$ cat src/verilog/adc_seq_pkg.sv
package adc_seq_pkg;
  localparam int         CLK_PERIOD_NS = 8;
  localparam int         CONV_MAX_NS   = 7600;
  localparam int         CONV_MAX_CYC  = CONV_MAX_NS / CLK_PERIOD_NS;
  localparam logic [9:0] CONV_LAST     = 10'(CONV_MAX_CYC - 1);
  localparam logic [1:0] EXT_LAG       = 2'h2;
  localparam logic [2:0] REPEAT_LAST   = 3'h7;
  localparam logic [5:0] HIGH_FILL     = 6'h3F;
  localparam int         RESULT_W      = 10;
  localparam int         MEM_WORDS     = 12;
  localparam logic [3:0] CH_MAX        = 4'hB;
  localparam logic [3:0] SHARED_CH_4   = 4'h3;
  localparam logic [3:0] SHARED_CH_12  = 4'hB;
  localparam logic [3:0] UPPER_LO_4    = 4'h2;
  localparam logic [3:0] UPPER_LO_8    = 4'h6;
  localparam logic [3:0] BYTE_BITS     = 4'h8;
  localparam int         REG_BIT       = 7;
  localparam int         SCAN_HI_BIT   = 6;
  localparam int         SCAN_LO_BIT   = 5;
  localparam int         CS_HI_BIT     = 4;
  localparam int         CS_LO_BIT     = 1;
  localparam int         SGL_BIT       = 0;
  localparam int         SHARED_PIN_REF_ENABLE_BIT      = 5;
  localparam int         CLK_BIT       = 3;
  localparam logic [1:0] SCAN_UP       = 2'h0;
  localparam logic [1:0] SCAN_REPEAT   = 2'h1;
  localparam logic [1:0] SCAN_UPPER    = 2'h2;
  localparam logic [1:0] RST_SCAN      = 2'h0;
  localparam logic [3:0] RST_CS        = 4'h0;
  localparam logic       RST_SGL       = 1'b1;
  localparam logic       RST_CLK       = 1'b0;
  localparam logic       RST_REF       = 1'b0;
  typedef enum logic [3:0] {
    ST_IDLE, ST_ADDR, ST_ADDR_ACK, ST_WR, ST_WR_ACK, ST_CONV, ST_RD, ST_RD_ACK, ST_WAIT
  } link_state_t;
endpackage

$ cat src/verilog/adc_scan_sequencer_readout.sv
`timescale 1ns/1ps
module adc_scan_sequencer_readout #(
  parameter int         NUM_INPUTS = 12,
  parameter logic [6:0] DEV_ADDR   = 7'h5A  // arbitrary value
) (
  input  wire logic       clk_in,
  input  wire logic       rst_in,
  input  wire logic       scl_in,
  input  wire logic       sda_in,
  output logic            scl_out,
  output logic            scl_oe_out,
  output logic            sda_out,
  output logic            sda_oe_out,
  input  wire logic       conv_done_in,
  input  wire logic [9:0] conv_result_in,
  output logic            conv_start_out,
  output logic            conv_track_out,
  output logic [3:0]      conv_chan_out,
  output logic            conv_neg_out,
  output logic            conv_ref_gnd_out,
  output logic [3:0]      chan_pick_out,
  output logic [1:0]      sweep_mode_out,
  output logic            single_vs_pair_select_out,
  output logic            shared_pin_ref_enable_out,
  output logic            clk_mode_ext_out
);
  localparam logic [3:0] SHARED_CH  = (NUM_INPUTS == 4) ? adc_seq_pkg::SHARED_CH_4
                                                        : adc_seq_pkg::SHARED_CH_12;
  localparam logic       HAS_SHARED = (NUM_INPUTS != 8);
  localparam logic [3:0] UPPER_LO   = (NUM_INPUTS == 4) ? adc_seq_pkg::UPPER_LO_4
                                                        : adc_seq_pkg::UPPER_LO_8;
  localparam logic [3:0] MEM_LAST   = 4'(NUM_INPUTS - 1);
  localparam logic [3:0] MEM_FULL   = 4'(NUM_INPUTS);

  adc_seq_pkg::link_state_t st_r;
  logic [2:0] scl_sync_r, sda_sync_r;
  logic       scl_lvl_r, sda_lvl_r, scl_new, sda_new;
  logic       scl_rise, scl_fall, start_det, stop_det;
  logic [3:0] bit_cnt_r;
  logic [7:0] sh_r, tx_r;
  logic       rw_r, ack_r, byte_sel_r, int_go_r, sda_oe_r, scl_oe_r;
  logic [3:0] cs_r;
  logic [1:0] scan_r;
  logic       sgl_r, clk_ext_r, ref_r, cfg_wr;
  logic       seq_on_r, busy_r, seq_fin_r, conv_start_r, conv_end, pair_r;
  logic [9:0] tmr_r;
  logic [3:0] ch_r, first_r, last_r, wp_r, cnt_r, rd_ptr_r, nxt_ptr, step;
  logic [2:0] reps_r;
  logic [9:0] mem_r [0:adc_seq_pkg::MEM_WORDS-1];
  logic [9:0] ext_res_r, rd_word, nxt_word;
  logic [3:0] conv_chan_r;
  logic       conv_neg_r, conv_ref_gnd_r, track_r;
  logic [1:0] ext_wait_r;
  logic       ext_go_r, ext_first_r, ext_sched, trk_set;

  function automatic logic [3:0] mask_cs(input logic [3:0] c);
    mask_cs = c;
    if (NUM_INPUTS == 4) mask_cs = {2'h0, c[1:0]};
    else if (NUM_INPUTS == 8) mask_cs = {1'h0, c[2:0]};
  endfunction

  function automatic logic [3:0] scan_first(input logic [3:0] c, input logic [1:0] md);
    case (md)
      adc_seq_pkg::SCAN_UP:    scan_first = 4'h0;
      adc_seq_pkg::SCAN_UPPER: scan_first = UPPER_LO;
      default:                 scan_first = c;
    endcase
  endfunction

  function automatic logic [3:0] scan_last(input logic [3:0] c, input logic [1:0] md,
                                           input logic sgl, input logic refm);
    logic [3:0] l;
    l = (c > adc_seq_pkg::CH_MAX) ? adc_seq_pkg::CH_MAX : c;
    if (md == adc_seq_pkg::SCAN_UPPER && l < UPPER_LO) l = UPPER_LO;
    if (md == adc_seq_pkg::SCAN_UP || md == adc_seq_pkg::SCAN_UPPER) begin
      if (sgl && refm && HAS_SHARED && l == SHARED_CH) l = SHARED_CH - 4'h1;
      if (!sgl) l = {l[3:1], 1'b0};
    end
    scan_last = l;
  endfunction

  function automatic logic [7:0] hi_byte(input logic [9:0] w);
    hi_byte = {adc_seq_pkg::HIGH_FILL, w[9:8]};
  endfunction

  // three-stage pin synchronisers; a level counts once stages two and three agree
  always_ff @(posedge clk_in) begin
    if (rst_in) begin
      scl_sync_r <= 3'h7;
      sda_sync_r <= 3'h7;
      scl_lvl_r  <= 1'b1;
      sda_lvl_r  <= 1'b1;
    end else begin
      scl_sync_r <= {scl_sync_r[1:0], scl_in};
      sda_sync_r <= {sda_sync_r[1:0], sda_in};
      scl_lvl_r  <= scl_new;
      sda_lvl_r  <= sda_new;
    end
  end

  always_comb begin
    scl_new   = (scl_sync_r[2] == scl_sync_r[1]) ? scl_sync_r[2] : scl_lvl_r;
    sda_new   = (sda_sync_r[2] == sda_sync_r[1]) ? sda_sync_r[2] : sda_lvl_r;
    scl_rise  = scl_new & ~scl_lvl_r;
    scl_fall  = ~scl_new & scl_lvl_r;
    start_det = scl_lvl_r & scl_new & sda_lvl_r & ~sda_new;
    stop_det  = scl_lvl_r & scl_new & ~sda_lvl_r & sda_new;
    cfg_wr    = (st_r == adc_seq_pkg::ST_WR) && scl_fall && bit_cnt_r == adc_seq_pkg::BYTE_BITS;
    nxt_ptr   = (rd_ptr_r + 4'h1 >= cnt_r) ? 4'h0 : rd_ptr_r + 4'h1;
    rd_word   = clk_ext_r ? ext_res_r : mem_r[rd_ptr_r];
    nxt_word  = clk_ext_r ? ext_res_r : mem_r[nxt_ptr];
    step      = pair_r ? 4'h2 : 4'h1;
    conv_end  = busy_r & (conv_done_in | (tmr_r == adc_seq_pkg::CONV_LAST));
    ext_sched = scl_rise & clk_ext_r & (((st_r == adc_seq_pkg::ST_ADDR_ACK) & rw_r)
              | ((st_r == adc_seq_pkg::ST_RD_ACK) & byte_sel_r & ~sda_new));
    trk_set   = (st_r == adc_seq_pkg::ST_ADDR) && scl_rise && bit_cnt_r == 4'h7
              && sh_r[6:0] == DEV_ADDR && sda_new && !clk_ext_r;
  end

  // serial slave: address, setup/config writes, result reads
  always_ff @(posedge clk_in) begin
    if (rst_in) begin
      st_r       <= adc_seq_pkg::ST_IDLE;
      bit_cnt_r  <= 4'h0;
      sh_r       <= 8'h00;
      tx_r       <= 8'h00;
      rw_r       <= 1'b0;
      ack_r      <= 1'b0;
      byte_sel_r <= 1'b0;
      int_go_r   <= 1'b0;
      sda_oe_r   <= 1'b0;
      scl_oe_r   <= 1'b0;
      rd_ptr_r   <= 4'h0;
    end else begin
      int_go_r <= 1'b0;
      if ((st_r == adc_seq_pkg::ST_ADDR || st_r == adc_seq_pkg::ST_WR) && scl_rise) begin
        sh_r      <= {sh_r[6:0], sda_new};
        bit_cnt_r <= bit_cnt_r + 4'h1;
      end
      case (st_r)
        adc_seq_pkg::ST_ADDR: begin
          if (scl_fall && bit_cnt_r == adc_seq_pkg::BYTE_BITS) begin
            bit_cnt_r <= 4'h0;
            if (sh_r[7:1] == DEV_ADDR) begin
              sda_oe_r <= 1'b1;
              rw_r     <= sh_r[0];
              st_r     <= adc_seq_pkg::ST_ADDR_ACK;
            end else begin
              st_r <= adc_seq_pkg::ST_IDLE;
            end
          end
        end
        adc_seq_pkg::ST_ADDR_ACK: begin
          if (scl_fall) begin
            sda_oe_r <= 1'b0;
            if (!rw_r) begin
              st_r <= adc_seq_pkg::ST_WR;
            end else if (clk_ext_r) begin
              tx_r       <= hi_byte(rd_word);
              byte_sel_r <= 1'b0;
              st_r       <= adc_seq_pkg::ST_RD;
            end else begin
              scl_oe_r <= 1'b1;
              int_go_r <= 1'b1;
              rd_ptr_r <= 4'h0;
              st_r     <= adc_seq_pkg::ST_CONV;
            end
          end
        end
        adc_seq_pkg::ST_WR: begin
          if (cfg_wr) begin
            bit_cnt_r <= 4'h0;
            sda_oe_r  <= 1'b1;
            st_r      <= adc_seq_pkg::ST_WR_ACK;
          end
        end
        adc_seq_pkg::ST_WR_ACK: begin
          if (scl_fall) begin
            sda_oe_r <= 1'b0;
            st_r     <= adc_seq_pkg::ST_WR;
          end
        end
        adc_seq_pkg::ST_CONV: begin
          if (seq_fin_r) begin
            scl_oe_r   <= 1'b0;
            tx_r       <= hi_byte(rd_word);
            byte_sel_r <= 1'b0;
            bit_cnt_r  <= 4'h0;
            st_r       <= adc_seq_pkg::ST_RD;
          end
        end
        adc_seq_pkg::ST_RD: begin
          if (scl_fall) begin
            bit_cnt_r <= bit_cnt_r + 4'h1;
            tx_r      <= {tx_r[6:0], 1'b0};
            sda_oe_r  <= (bit_cnt_r == 4'h7) ? 1'b0 : ~tx_r[6];
            if (bit_cnt_r == 4'h7) st_r <= adc_seq_pkg::ST_RD_ACK;
          end else if (bit_cnt_r == 4'h0) begin
            sda_oe_r <= ~tx_r[7];
          end
        end
        adc_seq_pkg::ST_RD_ACK: begin
          if (scl_rise) ack_r <= ~sda_new;
          if (scl_fall) begin
            bit_cnt_r <= 4'h0;
            if (ack_r) begin
              byte_sel_r <= ~byte_sel_r;
              st_r       <= adc_seq_pkg::ST_RD;
              if (!byte_sel_r) begin
                tx_r <= rd_word[7:0];
              end else begin
                tx_r     <= hi_byte(nxt_word);
                rd_ptr_r <= nxt_ptr;
              end
            end else begin
              sda_oe_r <= 1'b0;
              st_r     <= adc_seq_pkg::ST_WAIT;
            end
          end
        end
        default: ;
      endcase
      if (stop_det && st_r != adc_seq_pkg::ST_CONV) begin
        st_r     <= adc_seq_pkg::ST_IDLE;
        sda_oe_r <= 1'b0;
      end
      if (start_det && st_r != adc_seq_pkg::ST_CONV) begin
        st_r      <= adc_seq_pkg::ST_ADDR;
        bit_cnt_r <= 4'h0;
        sda_oe_r  <= 1'b0;
      end
    end
  end

  // setup and configuration registers
  always_ff @(posedge clk_in) begin
    if (rst_in) begin
      cs_r      <= adc_seq_pkg::RST_CS;
      scan_r    <= adc_seq_pkg::RST_SCAN;
      sgl_r     <= adc_seq_pkg::RST_SGL;
      clk_ext_r <= adc_seq_pkg::RST_CLK;
      ref_r     <= adc_seq_pkg::RST_REF;
    end else if (cfg_wr) begin
      if (sh_r[adc_seq_pkg::REG_BIT]) begin
        clk_ext_r <= sh_r[adc_seq_pkg::CLK_BIT];
        ref_r     <= sh_r[adc_seq_pkg::SHARED_PIN_REF_ENABLE_BIT];
      end else begin
        scan_r <= sh_r[adc_seq_pkg::SCAN_HI_BIT:adc_seq_pkg::SCAN_LO_BIT];
        sgl_r  <= sh_r[adc_seq_pkg::SGL_BIT];
        if (mask_cs(sh_r[adc_seq_pkg::CS_HI_BIT:adc_seq_pkg::CS_LO_BIT]) <= adc_seq_pkg::CH_MAX)
          cs_r <= mask_cs(sh_r[adc_seq_pkg::CS_HI_BIT:adc_seq_pkg::CS_LO_BIT]);
      end
    end
  end

  // external-clock conversions start two scl rising edges after the trigger
  always_ff @(posedge clk_in) begin
    if (rst_in) begin
      ext_wait_r  <= 2'h0;
      ext_go_r    <= 1'b0;
      ext_first_r <= 1'b0;
    end else begin
      ext_go_r <= 1'b0;
      if (ext_sched) begin
        ext_wait_r  <= adc_seq_pkg::EXT_LAG;
        ext_first_r <= (st_r == adc_seq_pkg::ST_ADDR_ACK);
      end else if (ext_wait_r != 2'h0 && scl_rise) begin
        ext_wait_r <= ext_wait_r - 2'h1;
        ext_go_r   <= (ext_wait_r == 2'h1);
      end
    end
  end

  // conversion sequencer
  always_ff @(posedge clk_in) begin
    if (rst_in) begin
      seq_on_r       <= 1'b0;
      busy_r         <= 1'b0;
      tmr_r          <= 10'h000;
      ch_r           <= 4'h0;
      first_r        <= 4'h0;
      last_r         <= 4'h0;
      reps_r         <= 3'h0;
      wp_r           <= 4'h0;
      cnt_r          <= 4'h0;
      seq_fin_r      <= 1'b0;
      conv_start_r   <= 1'b0;
      pair_r         <= 1'b0;
      ext_res_r      <= 10'h000;
      conv_chan_r    <= 4'h0;
      conv_neg_r     <= 1'b0;
      conv_ref_gnd_r <= 1'b0;
    end else begin
      seq_fin_r    <= 1'b0;
      conv_start_r <= 1'b0;
      if (int_go_r || (ext_go_r && ext_first_r)) begin
        ch_r     <= scan_first(cs_r, scan_r);
        first_r  <= scan_first(cs_r, scan_r);
        last_r   <= scan_last(cs_r, scan_r, sgl_r, ref_r);
        reps_r   <= (int_go_r && scan_r == adc_seq_pkg::SCAN_REPEAT) ? adc_seq_pkg::REPEAT_LAST
                                                                     : 3'h0;
        pair_r   <= ~sgl_r;
        wp_r     <= 4'h0;
        cnt_r    <= 4'h0;
        seq_on_r <= 1'b1;
      end else if (ext_go_r && !seq_on_r) begin
        ch_r     <= (ch_r == last_r) ? first_r : ch_r + step;
        seq_on_r <= 1'b1;
      end
      if (seq_on_r && !busy_r) begin
        conv_start_r   <= 1'b1;
        busy_r         <= 1'b1;
        tmr_r          <= 10'h000;
        conv_chan_r    <= ch_r;
        conv_neg_r     <= pair_r & ch_r[0];
        conv_ref_gnd_r <= pair_r & ref_r & HAS_SHARED & (ch_r[3:1] == SHARED_CH[3:1]);
      end
      if (busy_r) tmr_r <= tmr_r + 10'h001;
      if (conv_end) begin
        busy_r    <= 1'b0;
        ext_res_r <= conv_result_in;
        wp_r      <= (wp_r == MEM_LAST) ? 4'h0 : wp_r + 4'h1;
        if (cnt_r != MEM_FULL) cnt_r <= cnt_r + 4'h1;
        if (reps_r != 3'h0) begin
          reps_r <= reps_r - 3'h1;
        end else if (ch_r == last_r || clk_ext_r) begin
          seq_on_r  <= 1'b0;
          seq_fin_r <= ~clk_ext_r;
        end else begin
          ch_r <= ch_r + step;
        end
      end
    end
  end

  always_ff @(posedge clk_in) begin
    if (conv_end && !clk_ext_r) mem_r[wp_r] <= conv_result_in;
  end

  always_ff @(posedge clk_in) begin
    if (rst_in) track_r <= 1'b0;
    else if (trk_set || (ext_sched && st_r == adc_seq_pkg::ST_ADDR_ACK)) track_r <= 1'b1;
    else if (conv_start_r) track_r <= 1'b0;
  end

  always_ff @(posedge clk_in) begin
    if (rst_in) begin
      scl_out <= 1'b0;
      sda_out <= 1'b0;
    end
  end

  assign scl_oe_out                = scl_oe_r;
  assign sda_oe_out                = sda_oe_r;
  assign conv_start_out            = conv_start_r;
  assign conv_track_out            = track_r;
  assign conv_chan_out             = conv_chan_r;
  assign conv_neg_out              = conv_neg_r;
  assign conv_ref_gnd_out          = conv_ref_gnd_r;
  assign chan_pick_out             = cs_r;
  assign sweep_mode_out            = scan_r;
  assign single_vs_pair_select_out = sgl_r;
  assign shared_pin_ref_enable_out = ref_r;
  assign clk_mode_ext_out          = clk_ext_r;
endmodule

$ cat config.mk
export PLATFORM = sky130hd
export DESIGN_NAME = adc_scan_sequencer_readout
export DESIGN_NICKNAME = d
export VERILOG_FILES = /design/src/verilog/adc_seq_pkg.sv /design/src/verilog/adc_scan_sequencer_readout.sv
export SDC_FILE = /design/constraint.sdc
export NUM_CORES = 1
export LEC_CHECK = 0
export ABC_CLOCK_PERIOD_IN_PS = 3100
export BUFFER_PORTS_ARGS = -buffer_cell sky130_fd_sc_hd__buf_2
export CAP_MARGIN = 20
export CORE_MARGIN = 5
export CORE_UTILIZATION = 44
export CTS_BUF_LIST = sky130_fd_sc_hd__clkbuf_4
export DETAILED_ROUTE_END_ITERATION = 10
export GPL_TIMING_DRIVEN = 0
export SYNTH_ARGS = -nofsm -noshare
export SYNTH_HDL_FRONTEND = slang
export SYNTH_SLANG_ARGS = --single-unit
$ cat constraint.sdc
create_clock -name clk_in -period 3.1 [get_ports clk_in]
set_input_delay 0 -clock clk_in [delete_from_list [all_inputs] [get_ports clk_in]]
set_output_delay 0 -clock clk_in [all_outputs]
set_load 0.05 [all_outputs]
==> results.toml <==
[detailed_routing]
ant_nets = 0
drt-vias-per-instance = 5.45
drc = 0
drt_first_pass_iters = 5
post_drt_wl_per_cell_um = 18.2
drt_iter0_drc = 590
drt_wl_total_um = 26200
vias = 7848

[cts]
cts_tree = "built"
clk_path_buf_depth = 3
h-tree-depth = 2
cts-root-buf = "clkbuf_4"
post_cts_buffers = 0
cts_buffers = 61
clk_pin_slew_ns = 0.06
clkLatencyLatePin_ns = 0.69
cts.sinks = 234

[min_path]
min_to = "sda_sync_r[0]"
hp-class = "primary input to flop"
min_from = "sda_in"
hold_path_depth = 3

[sta]
period_share_pct = 98.7
maxSlewHeadroom_pct = 25.0
hold_viol_final = 0
fmax_mhz = 327
layout_setup_ws_ns = 0.0418
setup_viol = 0
finalSetupTns_ns = 0
rsz0062_at_grt = "yes"
finalClockSkew_ns = 0.0252
period_needed_ns = 3.06
slew_violations = 0
worst_pin_slew_ns = 1.12

[placement]
dp_slack_ns = -0.0816
dpl_cell_area_um2 = 11200
place.gp.congestion = 0.866
post-dp-hpwl_um = 18200
io_buffers = 32

[power]
leakage_nw = 4.15
irDropWorstVdd_v = 0.000415
power.total_mw = 5.93
p_per_area_nw_per_um2 = 488

[yosys]
post_synth.cell_area_avg_um2 = 11.1
synth_top_cell_by_area = "edfxtp_1"
syn-cell-area_um2 = 10600
yosys-top-cells-area = "edfxtp_1 (34%), dfxtp_1 (21%), mux4_2 (6.4%)"
synth_warnings = 0
ys.flop_type = "edfxtp_1"
syn-instance-count = 957
ys_types = 80
synth_edf_count = 120
async_flop_share_pct = 0
synth_top_area_share_pct = 33.9
ys_seq_area_share_pct = 55.4
ys_ff_latch = 234

[floorplan]
core_um2 = 23600
die_w_um = 165
ioPinCount = 36
fp-row-count = 56
start_util_pct = 45.0
die_h_um = 165
die_area_um2 = 27400

[grt]
grt_pass1_wl_um = 41400
grt_max_degree = 17
antenna_found_initial = 1
grt_util_all_layers_pct = 19.4
overflow = 0
grt_pass1_vias = 7668

[setup_path]
r2r_end = "mem_r[8][6]"
path_cells = "ha_1, nand2_1, nor4_1, o21a_1, clkbuf_1, nand2_1, nor2_1"
cp.arrival_ns = 3.34
cp_max_fo = 10
slowest_delay_ns = 0.80
r2r_start = "tmr_r[0]"
crit_type = "flop to flop"
crit_required_ns = 3.38
r2r_setup_slack_ns = 0.04
worst_path_max_delay_cell = "nor2_1"
worst_path_most_repeated_cell = "nand2_1"
worstSetupStartpointType = "flop"
cp-end-kind = "flop"
r2r_cells = 7

[run]
drv_cap = 0

[cells_and_area]
syn_to_final_growth_pct = 14.4
post-route-util_pct = 51.5
fin_nets = 1111
final_layout_size_suffix_gt1_share_pct = 18.1
final_cell_area_um2 = 12200

[run_status]
outcome = "complete, no violations"
-- how the worst max path moves through the flow --
stage,from,endpoint,slack (ns),depth (start not counted)
CTS,tmr_r[0],mem_r[10][7],-0.01,7
detailed placement,tmr_r[0],mem_r[6][8],-0.08,8
global route,tmr_r[4],mem_r[9][7],-0.22,6
floorplan,rd_ptr_r[0],tx_r[0],0.81,10
finish,tmr_r[0],mem_r[8][6],0.04,7
global placement,tmr_r[0],mem_r[5][5],-0.18,8
-- power breakdown --
part	total, mW	switching, mW	internal, mW
registers	3.26	0.00379	3.25
clock network	2.57	1.24	1.33
logic	0.104	0.0752	0.0283
total	5.93	1.32	4.61
-- registers in the layout, indices dropped and copies added, names as in the netlist, 3 cells and up, named ones only --
signal         count
cnt_r              4
chan_pick_out      4
scl_sync_r         3
tmr_r             10
st_r               4
mem_r            120
first_r            4
last_r             4
bit_cnt_r          4
sh_r               8
conv_chan_out      4
ch_r               4
ext_res_r         10
wp_r               4
rd_ptr_r           4
reps_r             3
sda_sync_r         3
tx_r               8
-- worst max-delay path: cells and delay by family (launching register included) --
family | cells | cell delay, ns
compound gates | 1 | 0.29
buf+inv | 1 | 0.43
fa+ha+maj | 1 | 0.19
flops | 1 | 0.40
simple gates | 4 | 1.36
-- layout by cell type (no fill, tap or decap), types with 6 or more instances in the layout --
cell type	Yosys	layout
a211oi_1	14	14
a21oi_1	85	85
a31oi_1	10	10
and3_1	6	6
buf_1	6	6
buf_2	3	35
buf_4	2	7
clkbuf_1	38	38
clkbuf_4	0	90
clkinv_1	0	15
dfxtp_1	114	114
dlygate4sd3_1	0	13
edfxtp_1	120	120
ha_1	22	22
inv_1	30	30
mux2i_1	28	28
mux4_2	30	30
nand2_1	111	111
nand2b_1	18	18
nand3_1	21	21
nand3b_1	6	6
nor2_1	73	71
nor2b_1	14	14
nor3_1	17	17
nor3b_1	6	6
nor4_1	6	6
o211ai_1	8	8
o21a_1	8	8
o21ai_0	34	34
or2_2	12	12
or3_1	8	8
xor2_1	7	6
-- stage by stage --
step           instances  hold WS [ns]
6_report            1439        0.0465
5_1_grt             1439        0.0303
4_1_cts             1437       0.00320
3_5_place_dp        1315         0.188
3_3_place_gp        1309         0.188
2_1_floorplan        958        0.0989
-- logic make-up (layout without fill, tap and decap cells) --
kind of cell               count (synthesis)  after routing  share of synthesized area [%]
DFF                                      234            234                           55.4
muxes                                     60             60                           9.21
other                                      1              3                         0.0353
AOI/OAI and AO/OA                        221            221                           13.4
adders and majority gates                 24             24                           2.87
xor gates and xnor gates                  11             11                          0.907
and+or+nand+nor                          325            325                           15.1
buffers and inverters                     81            242                           3.04
-- cell usage after synthesis (all sizes together) (6+ instances only) --
library cell	count
clkbuf	38
nor4	8
and3	6
a31oi	10
buf	12
nor3	18
nand2	111
mux4	30
o21a	8
a211oi	14
a21oi	87
inv	31
edfxtp	120
xor2	7
nand2b	18
nand3	21
ha	22
nor3b	6
nand3b	6
nor2	73
or3	8
dfxtp	114
or2	12
o211ai	8
o21ai	39
nor2b	14
mux2i	28
-- per-layer routing --
layer | wire (um) | GRT usage [%]
met1 | 11700 | 26.0
met2 | 12500 | 32.1
met3 | 1490 | 3.72
met4 | 549 | 5.96
met5 | 0 | 0
-- cell type report --
type,count,area [um^2]
buffer,50,206
clock buffer,90,676
multi-input combinational,643,4440
fill,2208,11500
inverter,31,116
sequential,234,5890
tap,319,399
timing repair buffer,52,354
clock inverter,19,78.8
antenna,1,2.50
-- timing repair --
action                                 CTS  global route
cloned                                   0             0
hold buffers                            13             0
endpoints found under the hold margin  136             0
gates resized for setup                  2             3
setup endpoints to repair               29            48
Power figures use the tool's default switching activity.
